$ cat config.mk
export PLATFORM = sky130hd
export DESIGN_NAME = anvc_host
export DESIGN_NICKNAME = d
export VERILOG_FILES = /design/src/anvc_timer.v /design/src/anvc_unlock_rom.v /design/src/anvc_host.v
export VERILOG_INCLUDE_DIRS = /design/src /design/src/inc
export SDC_FILE = /design/constraint.sdc
export NUM_CORES = 1
export LEC_CHECK = 0
export ABC_AREA = 1
export CORE_MARGIN = 2
export CORE_UTILIZATION = 64
export CTS_CLUSTER_DIAMETER = 30
export DETAILED_ROUTE_END_ITERATION = 10
export DONT_BUFFER_PORTS = 1
export PLACE_DENSITY = 0.8
export SETUP_SLACK_MARGIN = 0.15
export SLEW_MARGIN = 20
export SYNTH_ARGS = -nofsm -noshare
export SYNTH_HDL_FRONTEND = slang
export SYNTH_SLANG_ARGS = --single-unit
$ cat constraint.sdc
create_clock -name sys_clk_i -period 2.3 [get_ports sys_clk_i]
set_clock_uncertainty 0.05 [all_clocks]
set_input_delay 0 -clock sys_clk_i [delete_from_list [all_inputs] [get_ports sys_clk_i]]
set_output_delay 0 -clock sys_clk_i [all_outputs]
set_load 0.01 [all_outputs]
$ cat src/inc/anvc_defines.vh
// Constants for the nonvolatile RAM host controller
`ifndef ANVC_DEFINES_VH
`define ANVC_DEFINES_VH
// ----------------------------------------
// Command register map
// ----------------------------------------
`define ANVC_REG_ADDR 4'h0
`define ANVC_REG_WDATA 4'h1
`define ANVC_REG_CMD 4'h2
`define ANVC_REG_STATUS 4'h3
`define ANVC_REG_RDATA 4'h4
`define ANVC_REG_PROT 4'h5
`define ANVC_REG_SLEEP 4'h6
// ----------------------------------------
// Command codes and field positions
// ----------------------------------------
`define ANVC_CMD_READ 3'h1
`define ANVC_CMD_WRITE 3'h2
`define ANVC_CMD_PROTECT 3'h3
`define ANVC_CMD_PAGE_READ 3'h4
`define ANVC_CMD_PAGE_WRITE 3'h5
`define ANVC_CMD_CLOSE 3'h6
`define ANVC_CMD_UB_BIT 4
`define ANVC_CMD_LB_BIT 5
`define ANVC_STAT_BUSY_BIT 0
`define ANVC_STAT_OPEN_BIT 1
`define ANVC_STAT_AWAKE_BIT 2
// ----------------------------------------
// Timing, in ns, and derived cycles at 10 ns
// ----------------------------------------
`define ANVC_CLK_PERIOD_NS 10
`define ANVC_ACCESS_TIME_NS 60
`define ANVC_PAGE_ACCESS_TIME_NS 30
`define ANVC_WRITE_PULSE_NS 60
`define ANVC_PRECHARGE_TIME_NS 60
`define ANVC_WAKE_DELAY_NS 450000
`define ANVC_CYC(ns) (((ns) + `ANVC_CLK_PERIOD_NS - 1) / `ANVC_CLK_PERIOD_NS)
// ----------------------------------------
// Unlock address sequence
// ----------------------------------------
`define ANVC_UNLOCK_A0 18'h2_4555
`define ANVC_UNLOCK_A1 18'h3_AAAA
`define ANVC_UNLOCK_A2 18'h0_2333
`define ANVC_UNLOCK_A3 18'h1_CCCC
`define ANVC_UNLOCK_A4 18'h0_00FF
`define ANVC_UNLOCK_A5 18'h3_EF00
`define ANVC_UNLOCK_W0 18'h3_AAAA
`define ANVC_UNLOCK_W1 18'h1_CCCC
`define ANVC_UNLOCK_W2 18'h0_FF00
`define ANVC_UNLOCK_RD 18'h0_0000
`define ANVC_SEQ_LEN 4'hA
`endif

$ cat src/anvc_timer.v
// Down-counter for minimum pin times
`timescale 1ns/10ps
`default_nettype none
module anvc_timer #(
	parameter W = 16
) (
	// Clock and reset
	input wire sys_clk_i,
	input wire resetn_i,
	// Load and status
	input wire load_i,
	input wire [W-1:0] count_i,
	output reg done_o
);
	reg [W-1:0] cnt;
	always @(posedge sys_clk_i or negedge resetn_i) begin
		if (!resetn_i) begin
			cnt <= {W{1'b0}};
			done_o <= 1'b1;
		end else if (load_i) begin
			cnt <= count_i;
			done_o <= 1'b0;
		end else if (cnt > {{(W-1){1'b0}}, 1'b1}) begin
			cnt <= cnt - {{(W-1){1'b0}}, 1'b1};
		end else begin
			cnt <= {W{1'b0}};
			done_o <= 1'b1;
		end
	end
endmodule
`default_nettype wire

$ cat src/anvc_unlock_rom.v
// Address, kind and data source of each unlock step
`timescale 1ns/10ps
`default_nettype none
`include "anvc_defines.vh"
module anvc_unlock_rom (
	// Step index
	input wire [3:0] step_i,
	// Step description
	output reg [17:0] addr_o,
	output reg is_write_o,
	output reg use_compl_o
);
	always @* begin
		is_write_o = 1'b0;
		use_compl_o = 1'b0;
		case (step_i)
			4'h0: addr_o = `ANVC_UNLOCK_A0;
			4'h1: addr_o = `ANVC_UNLOCK_A1;
			4'h2: addr_o = `ANVC_UNLOCK_A2;
			4'h3: addr_o = `ANVC_UNLOCK_A3;
			4'h4: addr_o = `ANVC_UNLOCK_A4;
			4'h5: addr_o = `ANVC_UNLOCK_A5;
			4'h6: begin
				addr_o = `ANVC_UNLOCK_W0;
				is_write_o = 1'b1;
			end
			4'h7: begin
				addr_o = `ANVC_UNLOCK_W1;
				is_write_o = 1'b1;
				use_compl_o = 1'b1;
			end
			4'h8: begin
				addr_o = `ANVC_UNLOCK_W2;
				is_write_o = 1'b1;
			end
			default: addr_o = `ANVC_UNLOCK_RD;
		endcase
	end
endmodule
`default_nettype wire

$ cat src/anvc_host.v
// Host controller driving an asynchronous nonvolatile RAM
// Operation
// - Host keeps chip select high for the precharge time between accesses; host holds it low while a row is open, raising it only on close.
// - Host holds valid write data when write strobe rises.
// - Host gives each write its own write strobe pulse.
// - Host finishes accesses before sleep; waits wake delay after release.
// - Protection change: six reads, mask write, complement write, zero write, one read.
// - Fixed unlock read, write and final read addresses.
// - With chip select low at start, host first accesses address zero.
//
// Our own choices: the address-and-strobe port and the address map.
`timescale 1ns/10ps
`default_nettype none
`include "anvc_defines.vh"
module anvc_host #(
	parameter WAKE_CYCLES = `ANVC_CYC(`ANVC_WAKE_DELAY_NS)
) (
	// Clock and reset
	input wire sys_clk_i,
	input wire resetn_i,
	// Register port
	input wire [3:0] reg_addr_i,
	input wire [15:0] reg_wdata_i,
	input wire reg_wr_i,
	input wire reg_rd_i,
	output reg [15:0] reg_rdata_o,
	// Memory pins
	output reg [17:0] mem_addr_o,
	output reg chip_sel_n_o,
	output reg write_strobe_n_o,
	output reg output_drive_n_o,
	output reg upper_byte_sel_n_o,
	output reg lower_byte_sel_n_o,
	output reg sleep_request_n_o,
	input wire [15:0] data_lines_i,
	output reg [15:0] data_lines_o,
	output reg data_lines_oe_o
);
	// ----------------------------------------
	// Timing counts
	// ----------------------------------------
	localparam [15:0] ACC_CYC = `ANVC_CYC(`ANVC_ACCESS_TIME_NS);
	localparam [15:0] PAGE_CYC = `ANVC_CYC(`ANVC_PAGE_ACCESS_TIME_NS);
	localparam [15:0] WR_CYC = `ANVC_CYC(`ANVC_WRITE_PULSE_NS);
	localparam [15:0] PC_CYC = `ANVC_CYC(`ANVC_PRECHARGE_TIME_NS);
	localparam [31:0] WAKE_CNT = WAKE_CYCLES;
	// ----------------------------------------
	// States, one-hot
	// ----------------------------------------
	localparam [6:0] S_IDLE = 7'h01;
	localparam [6:0] S_RD = 7'h02;
	localparam [6:0] S_WR = 7'h04;
	localparam [6:0] S_WEND = 7'h08;
	localparam [6:0] S_PC = 7'h10;
	localparam [6:0] S_SLEEP = 7'h20;
	localparam [6:0] S_WAKE = 7'h40;
	reg [6:0] state;
	reg [17:0] addr_reg;
	reg [15:0] wdata_reg;
	reg [15:0] rdata_reg;
	reg [7:0] prot_mask;
	reg busy;
	reg row_open;
	reg unlock_mode;
	reg [3:0] step;
	reg sleep_req;
	reg awake;
	reg [31:0] wake_cnt;
	reg tmr_load;
	reg [15:0] tmr_count;
	wire tmr_done;
	wire [17:0] rom_addr;
	wire rom_write;
	wire rom_compl;
	wire start_cmd;
	wire rd_cmd;
	anvc_timer #(
		.W(16)
	) u_timer (
		.sys_clk_i(sys_clk_i),
		.resetn_i(resetn_i),
		.load_i(tmr_load),
		.count_i(tmr_count),
		.done_o(tmr_done)
	);
	anvc_unlock_rom u_rom (
		.step_i(step + 4'h1),
		.addr_o(rom_addr),
		.is_write_o(rom_write),
		.use_compl_o(rom_compl)
	);
	// Codes 0 and 7 refused, not run as writes
	assign start_cmd = reg_wr_i && (reg_addr_i == `ANVC_REG_CMD) && !busy && awake
		&& reg_wdata_i[2:0] != 3'h0 && reg_wdata_i[2:0] != 3'h7;
	assign rd_cmd = reg_wdata_i[2:0] == `ANVC_CMD_READ
		|| reg_wdata_i[2:0] == `ANVC_CMD_PAGE_READ;
	// Row part of the address differs from the open row
	function row_change;
		input [17:0] a;
		input [17:0] b;
		begin
			row_change = (a[17:2] != b[17:2]);
		end
	endfunction
	// ----------------------------------------
	// Register reads, data one cycle later
	// ----------------------------------------
	always @(posedge sys_clk_i or negedge resetn_i) begin
		if (!resetn_i) begin
			reg_rdata_o <= 16'h0000;
		end else if (reg_rd_i) begin
			case (reg_addr_i)
				`ANVC_REG_ADDR: reg_rdata_o <= addr_reg[15:0];
				`ANVC_REG_WDATA: reg_rdata_o <= wdata_reg;
				`ANVC_REG_STATUS: reg_rdata_o <= {13'h0000, awake, row_open, busy};
				`ANVC_REG_RDATA: reg_rdata_o <= rdata_reg;
				`ANVC_REG_PROT: reg_rdata_o <= {8'h00, prot_mask};
				`ANVC_REG_SLEEP: reg_rdata_o <= {15'h0000, sleep_req};
				default: reg_rdata_o <= 16'h0000;
			endcase
		end else begin
			reg_rdata_o <= 16'h0000;
		end
	end
	// ----------------------------------------
	// Sequencer
	// ----------------------------------------
	always @(posedge sys_clk_i or negedge resetn_i) begin
		if (!resetn_i) begin
			state <= S_IDLE;
			addr_reg <= 18'h0_0000;
			wdata_reg <= 16'h0000;
			rdata_reg <= 16'h0000;
			prot_mask <= 8'h00;
			busy <= 1'b0;
			row_open <= 1'b0;
			unlock_mode <= 1'b0;
			step <= 4'h0;
			sleep_req <= 1'b0;
			awake <= 1'b1;
			wake_cnt <= 32'h0000_0000;
			tmr_load <= 1'b0;
			tmr_count <= 16'h0000;
			mem_addr_o <= 18'h0_0000;
			chip_sel_n_o <= 1'b1;
			write_strobe_n_o <= 1'b1;
			output_drive_n_o <= 1'b1;
			upper_byte_sel_n_o <= 1'b1;
			lower_byte_sel_n_o <= 1'b1;
			sleep_request_n_o <= 1'b1;
			data_lines_o <= 16'h0000;
			data_lines_oe_o <= 1'b0;
		end else begin
			tmr_load <= 1'b0;
			if (reg_wr_i && reg_addr_i == `ANVC_REG_ADDR) begin
				addr_reg <= {2'b00, reg_wdata_i};
			end
			if (reg_wr_i && reg_addr_i == `ANVC_REG_WDATA) begin
				wdata_reg <= reg_wdata_i;
			end
			if (reg_wr_i && reg_addr_i == `ANVC_REG_PROT) begin
				addr_reg[17:16] <= reg_wdata_i[1:0];
			end
			if (reg_wr_i && reg_addr_i == `ANVC_REG_SLEEP) begin
				sleep_req <= reg_wdata_i[0];
			end
			case (state)
				S_IDLE: begin
					if (sleep_req && !busy && !row_open) begin
						sleep_request_n_o <= 1'b0;
						awake <= 1'b0;
						state <= S_SLEEP;
					end else if (start_cmd) begin
						busy <= 1'b1;
						upper_byte_sel_n_o <= !reg_wdata_i[`ANVC_CMD_UB_BIT];
						lower_byte_sel_n_o <= !reg_wdata_i[`ANVC_CMD_LB_BIT];
						if (reg_wdata_i[2:0] == `ANVC_CMD_CLOSE) begin
							chip_sel_n_o <= 1'b1;
							row_open <= 1'b0;
							tmr_load <= 1'b1;
							tmr_count <= PC_CYC;
							state <= S_PC;
						end else if (reg_wdata_i[2:0] == `ANVC_CMD_PROTECT) begin
							// Address zero first if the row is still open
							unlock_mode <= 1'b1;
							step <= 4'h0;
							upper_byte_sel_n_o <= 1'b0;
							lower_byte_sel_n_o <= 1'b0;
							if (row_open) begin
								mem_addr_o <= `ANVC_UNLOCK_RD;
								output_drive_n_o <= 1'b0;
								tmr_load <= 1'b1;
								tmr_count <= ACC_CYC;
								step <= 4'hF;
								state <= S_RD;
							end else begin
								mem_addr_o <= `ANVC_UNLOCK_A0;
								chip_sel_n_o <= 1'b0;
								row_open <= 1'b1;
								output_drive_n_o <= 1'b0;
								tmr_load <= 1'b1;
								tmr_count <= ACC_CYC;
								state <= S_RD;
							end
						end else begin
							mem_addr_o <= addr_reg;
							chip_sel_n_o <= 1'b0;
							row_open <= 1'b1;
							tmr_load <= 1'b1;
							if (rd_cmd) begin
								output_drive_n_o <= 1'b0;
								if (row_open && !row_change(addr_reg, mem_addr_o)) begin
									tmr_count <= PAGE_CYC;
								end else begin
									tmr_count <= ACC_CYC;
								end
								state <= S_RD;
							end else begin
								output_drive_n_o <= 1'b1;
								write_strobe_n_o <= 1'b0;
								data_lines_o <= wdata_reg;
								data_lines_oe_o <= 1'b1;
								tmr_count <= WR_CYC;
								state <= S_WR;
							end
						end
					end
				end
				S_RD: begin
					if (tmr_done && !tmr_load) begin
						rdata_reg <= data_lines_i;
						output_drive_n_o <= 1'b1;
						if (unlock_mode && step != 4'h9) begin
							step <= step + 4'h1;
							mem_addr_o <= rom_addr;
							// Next step is a read until the six are done
							if (rom_write) begin
								data_lines_o <= {8'h00, wdata_reg[7:0]};
								data_lines_oe_o <= 1'b1;
								write_strobe_n_o <= 1'b0;
								tmr_load <= 1'b1;
								tmr_count <= WR_CYC;
								state <= S_WR;
							end else begin
								output_drive_n_o <= 1'b0;
								tmr_load <= 1'b1;
								tmr_count <= ACC_CYC;
							end
						end else begin
							if (unlock_mode) begin
								prot_mask <= wdata_reg[7:0];
							end
							unlock_mode <= 1'b0;
							busy <= 1'b0;
							state <= S_IDLE;
						end
					end
				end
				S_WR: begin
					if (tmr_done && !tmr_load) begin
						write_strobe_n_o <= 1'b1;
						tmr_load <= 1'b1;
						tmr_count <= 16'h0001;
						state <= S_WEND;
					end
				end
				S_WEND: begin
					// Data held three cycles past the strobe rise
					if (tmr_done && !tmr_load) begin
						data_lines_oe_o <= 1'b0;
						if (unlock_mode && rom_write) begin
							step <= step + 4'h1;
							mem_addr_o <= rom_addr;
							data_lines_o <= rom_compl ?
								{8'h00, ~wdata_reg[7:0]} : 16'h0000;
							data_lines_oe_o <= 1'b1;
							write_strobe_n_o <= 1'b0;
							tmr_load <= 1'b1;
							tmr_count <= WR_CYC;
							state <= S_WR;
						end else if (unlock_mode) begin
							step <= 4'h9;
							mem_addr_o <= `ANVC_UNLOCK_RD;
							output_drive_n_o <= 1'b0;
							tmr_load <= 1'b1;
							tmr_count <= ACC_CYC;
							state <= S_RD;
						end else begin
							busy <= 1'b0;
							state <= S_IDLE;
						end
					end
				end
				S_PC: begin
					if (tmr_done && !tmr_load) begin
						busy <= 1'b0;
						state <= S_IDLE;
					end
				end
				S_SLEEP: begin
					if (!sleep_req) begin
						sleep_request_n_o <= 1'b1;
						wake_cnt <= WAKE_CNT;
						state <= S_WAKE;
					end
				end
				S_WAKE: begin
					if (wake_cnt > 32'h0000_0001) begin
						wake_cnt <= wake_cnt - 32'h0000_0001;
					end else begin
						awake <= 1'b1;
						state <= S_IDLE;
					end
				end
				default: state <= S_IDLE;
			endcase
		end
	end
endmodule
`default_nettype wire

Word level (Yosys, flattened, before mapping)
Cells that the tools add are included.
Widths: inputs -> output; s select.
{"block": "word_totals", "elab_cells": 290, "register_bits": 197, "output_inout_bits": 57}
{"block": "classes", "order_cmp": 2, "n_mux": 148, "addsub": 3, "eq_ne": 54, "n_reduce_logical": 53, "bitwise_logic": 3}
{"operator": "$mux 16", "count": 24}
{"operator": "$mux 18", "count": 11}
{"operator": "$pmux 18 s7", "count": 1}
{"operator": "$pmux 16 s6", "count": 1}
{"operator": "$mux 7", "count": 10}
{"operator": "$mux 1", "count": 67}
{"operator": "$mux 32", "count": 2}
{"operator": "$pmux 16 s4", "count": 1}
{"operator": "$pmux 32 s2", "count": 1}
{"operator": "$pmux 18 s3", "count": 1}
{"operator": "$pmux 7 s7", "count": 1}
{"operator": "$pmux 16 s3", "count": 1}
{"operator": "$ne 2x2->1 const B", "count": 22}
{"operator": "$mux 4", "count": 10}
{"operator": "$gt 32x1->1 const B", "count": 1}
{"operator": "$reduce_and 8->1", "count": 4}
{"operator": "$sub 32x1->32 const B", "count": 1}
{"operator": "$eq 4x3->1 const B", "count": 7}
{"operator": "$reduce_and 9->1", "count": 2}
{"operator": "$eq 4x2->1 const B", "count": 4}
{"operator": "$gt 16x1->1 const B", "count": 1}
{"operator": "$ne 16x16->1", "count": 1}
{"operator": "$sub 16x1->16 const B", "count": 1}
{"operator": "$logic_and 1x1->1", "count": 15}
{"operator": "other kinds (40)", "count": 73}

Depth between registers and ports, before layout
{"block": "depth", "word_depth": 10, "mapped_depth": 14}

By module
A second synthesis with hierarchy kept.
{"block": "unflattened", "hier_cells": 1401, "area_unflattened_um2": 10367.4}
{"mod": "anvc_host", "n_inst": 1, "cells_per_inst": 1205, "area_per_inst_um2": 9021.2}
{"mod": "anvc_timer", "n_inst": 1, "cells_per_inst": 147, "area_per_inst_um2": 1096.1}
{"mod": "anvc_unlock_rom", "n_inst": 1, "cells_per_inst": 49, "area_per_inst_um2": 250.2}

Worst setup path after synthesis
Ideal clock, no wire load.
{"block": "synth_path", "kind": "register to register", "from": "register step[1]", "to": "register mem_addr_o[8]", "arrival_time_ns": 1.717, "setup_slack_ns": 0.409, "n_path_buf": 1, "stages_incl_launch_ff": 12, "t_required_ns": 2.126, "setup_time_ns": 0.124, "cell_sequence": "dfrtp_1 -> inv_1 -> ha_1 -> nand3_1 -> nand2_1 -> nand3_1 -> nand3_2 -> nor2_8 -> nand2_4 -> buf_2 -> nor2_1 -> a21oi_2"}
{"block": "synth_via", "elab_chain_cells": 8, "word_cells_on_any_way": 26, "cone_classes": "1 x add/sub; 11 x eq/ne; 7 x mux; 7 x reduce/logical"}
{"item": "start, declared", "line_no": "anvc_host.v:65", "source": "reg [3:0] step;"}
{"item": "start signal, assigned", "line_no": "anvc_host.v:234", "source": "step <= step + 4'h1;"}
{"item": "start signal, assigned", "line_no": "anvc_host.v:272", "source": "step <= step + 4'h1;"}
{"item": "branches (longest 8 deep; another with $add 4x1->4)"}
{"item": "end signal, assigned", "line_no": "anvc_host.v:190", "source": "mem_addr_o <= `ANVC_UNLOCK_RD;"}
{"item": "end signal, assigned", "line_no": "anvc_host.v:273", "source": "mem_addr_o <= rom_addr;"}
{"item": "end signal, assigned", "line_no": "anvc_host.v:283", "source": "mem_addr_o <= `ANVC_UNLOCK_RD;"}
{"item": "end, declared", "line_no": "anvc_host.v:28", "source": "output reg [17:0] mem_addr_o,"}
Parallel ways; which one is timed is not known. The select of a mux whose other input is x is not followed.
A chain may end at the register's enable or synchronous reset.

Final worst setup path
{"block": "layout_path", "from": "register state[6]", "to": "register data_lines_o[5]"}
{"block": "layout_via", "elab_chain_cells": 3, "word_cells_on_any_way": 16, "cone_classes": "13 x eq/ne; 1 x mux; 2 x reduce/logical"}
{"item": "start, declared", "line_no": "anvc_host.v:57", "source": "reg [6:0] state;"}
{"item": "start signal, assigned", "line_no": "anvc_host.v:130", "source": "state <= S_IDLE;"}
{"item": "start signal, assigned", "line_no": "anvc_host.v:172", "source": "state <= S_SLEEP;"}
{"item": "start signal, assigned", "line_no": "anvc_host.v:182", "source": "state <= S_PC;"}
{"item": "$eq 7x4->1 (tied with other cells)", "line_no": "anvc_host.v:167", "source": "case (state)"}
{"item": "$ne 2x2->1 (no line) / $reduce_bool 3->1 (equally long branches)"}
{"item": "$reduce_and 11->1 (no line)"}
{"item": "end signal, assigned", "line_no": "anvc_host.v:221", "source": "data_lines_o <= wdata_reg;"}
{"item": "end signal, assigned", "line_no": "anvc_host.v:238", "source": "data_lines_o <= {8'h00, wdata_reg[7:0]};"}
{"item": "end signal, assigned", "line_no": "anvc_host.v:274", "source": "data_lines_o <= rom_compl ?"}
{"item": "end, declared", "line_no": "anvc_host.v:36", "source": "output reg [15:0] data_lines_o,"}
Parallel ways exist; a longest one is shown, timed or not.

==> results.cfg <==
[timing]
period_minus_slack_ns = 2.08
fin_setup_tns_ns = 0
fmax_ghz = 0.480
rsz0062_at_grt = no
finalSetupViolCount = 0
min_period_over_period_pct = 90.6
slew_viol_final = 0
slew_headroom_pct = 60.3
hold_viol = 184
hold_ws_ns = -0.798
worstMarginPinSlew_ns = 0.596

[power_and_ir_drop]
swShare_pct = 25.9
share_seq_of_total_power_pct = 47.4
pwr_density_cell_nw_per_um2 = 643
p_int_mw = 5.48
ir_worst_vdd_mv = 0.533
p_comb_share_pct = 8.4
p_switching_mw = 1.91
p_clk_share_pct = 44.3
leakagePower_nw = 6.11

[floorplan]
die_width_um = 128
coreArea_um2 = 15100
rows = 45
start_util_pct = 65.0
fp.dieH_um = 128
die_area_um2 = 16400
ioPinCount = 97

[placement]
portBuffers = 0
placed_cell_area_um2 = 10100
dp.cells = 1493
place.gp.congestion = 0.994
hpwl_um = 19000

[synthesis]
async_flop_share_pct = 100
yosysWarnings = 0
synth-edff-count = 0
syn_nets = 1359
synthCells = 1309
ys_types = 49
ys.flop_type = dfrtp_1
synth-seq-cells = 184
syn-cell-area_um2 = 9850
avgSynthCellArea_um2 = 7.53
seq_area_frac_synth_pct = 46.9

[clock_network]
htreeDepth = 4
cts_tree = built
clock_latency_ns = 0.44
cts_sinks = 184
root_buffer = clkbuf_16
hold_buffers = 41
clk_pin_slew_worst_paths_ns = 0.08
numCtsBuffers = 17
clockBufferDepth = 2

[routing]
via_count = 9289
avgRoutedWirePerCell_um = 17.9
wl_um = 28200
via_per_inst = 5.87
drtIter0Drc = 976
detail-route-antenna-nets = 0
first_pass_iters = 6
drc_errors = 0

[worst_setup_path]
cp-end-kind = flop
r2r-start = state[6]
cp_data_arrival_time_ns = 2.36
rr_endpoint = data_lines_o[5]
worstPathRequired_ns = 2.58
crit_fanout = 7
rrSetupSlack_ns = 0.22
r2r_cells = 12
critPathKind = flop to flop
startpoint_type = flop

[grt]
first_global_vias = 8623
met3_usage_pct = 8.06
grt_max_degree = 185
grt_use_met1_pct = 49.1
antenna_found_initial = 0
busiest_layer = met2
overflow = 0
globalRouteMet2Util_pct = 53.5
grtUsageTotal_pct = 34.8
grt_pass1_wl_um = 44600

[flow_run]
max_cap_viol_count = 0

[layout]
stdcell_area_um2 = 11500
largest_reg_flops = 32
layout.cells.non_filler = 1582
num-fill-cells = 1076
area_growth_pct = 16.5
fin_nets = 1430
drive_gt1_share_pct = 11.6

[outcome]
status = finished with violations
violations = negative hold slack

[hold_path]
hold_class = primary input to async pin
## logic make-up after synthesis
| family | share of synthesized area, % |
|---|---|
| AND/OR/NAND/NOR | 31.9 |
| flip-flops | 46.9 |
| buffers and inverters | 7.00 |
| AO/OA/AOI/OAI | 10.2 |
| XOR/XNOR | 2.74 |
| adder cells (fa/ha/maj) | 1.27 |
| multiplexers | 0.102 |
## worst max path at each step
stage              from         endpoint  slack, ns
3_5_place_dp    step[0]  data_lines_o[9]       0.12
4_1_cts        state[0]    mem_addr_o[1]       0.16
6_report       state[6]  data_lines_o[5]       0.22
2_1_floorplan   step[1]    mem_addr_o[8]       0.41
5_1_grt        state[6]  data_lines_o[5]       0.13
3_3_place_gp    step[1]          step[3]       0.16
## power groups by stage
stage          Combinational, mW  Sequential (mW)  Clock (mW)
3_3_place_gp               0.495             3.54           0
2_1_floorplan              0.365             3.51           0
5_1_grt                    0.679             3.51        3.42
3_5_place_dp               0.505             3.55           0
6_report                   0.618             3.50        3.27
4_1_cts                    0.584             3.49        3.27
## cell usage in the layout (no fill, tap or decap), types with 9 or more instances in the layout
| cell type | Yosys | layout |
|---|---|---|
| nor2_1 | 200 | 191 |
| or2_2 | 9 | 9 |
| xor2_1 | 20 | 20 |
| clkbuf_16 | 0 | 17 |
| nand4_1 | 17 | 17 |
| nand2_2 | 13 | 16 |
| dfrtp_1 | 175 | 173 |
| xnor2_1 | 9 | 9 |
| dfstp_2 | 9 | 9 |
| o22ai_1 | 13 | 13 |
| dlygate4sd3_1 | 0 | 41 |
| buf_4 | 1 | 32 |
| nor2_2 | 2 | 9 |
| o21ai_0 | 83 | 82 |
| inv_1 | 141 | 139 |
| nor3_1 | 15 | 12 |
| a21oi_1 | 40 | 40 |
| nand3_1 | 69 | 66 |
| nand2_1 | 386 | 382 |
| nor2_4 | 5 | 9 |
## what timing repair did
item                                    4_1_cts  5_1_grt
gates resized for setup                       4       36
gates cloned                                  0        3
hold endpoints to repair                    257      184
pin swaps                                     1       10
setup buffers                                 2       10
endpoints found under the setup margin       25       73
## final cells by class
type | count | area, um^2 | area share [%]
multi-input combinational | 953 | 4710 | 41.0
sequential | 184 | 4620 | 40.2
timing repair buffer | 75 | 682 | 5.94
inverter | 149 | 573 | 4.99
clock buffer | 17 | 425 | 3.71
tap | 188 | 235 | 2.05
clock inverter | 15 | 230 | 2.01
antenna | 1 | 2.50 | 0.0218
## worst max-delay path, cell delays in order (launching register included)
cell and delay (ns):
dfrtp_1 0.44, nor2_4 0.16, nand2_4 0.09, inv_8 0.10
nand2_4 0.11, nand3_2 0.13, nand2_1 0.10, nor2_4 0.17
nand2_8 0.12, nor2_4 0.17, nand2_2 0.13, nand2_1 0.12
nand2_1 0.06
## stage by stage
step	power [mW]	util [%]	setup slack, ns	hold WS (ns)
after floorplan	3.87	-	0.409	-0.346
after global routing	7.60	75.8	0.129	-0.816
after global placement	4.04	66.9	0.157	-0.341
final	7.39	75.8	0.217	-0.798
after detailed placement	4.05	66.9	0.121	-0.341
after CTS	7.35	74.1	0.159	-0.806
## synthesized netlist by cell type (all sizes together), types with 3 or more instances
cell type	instances	area, um^2
a21oi	45	244
a221oi	5	43.8
a31oi	3	18.8
and2	3	18.8
buf	8	55.1
clkbuf	18	67.6
dfrtp	175	4380
dfstp	9	236
ha	10	125
inv	148	563
nand2	407	1620
nand3	72	375
nand4	17	106
nor2	209	860
nor3	15	75.1
nor4	3	18.8
o211ai	5	42.5
o21ai	85	429
o221ai	6	52.6
o22ai	13	81.3
o31ai	3	22.5
or2	9	56.3
xnor2	9	78.8
xor2	21	191
## metal layers
metal	part of all wire (%)	wire, um
met1	42	11900
met3	10	2870
met5	0	0
met2	45	12800
met4	2.5	716
Note: power is estimated with default switching activity, not from simulation.
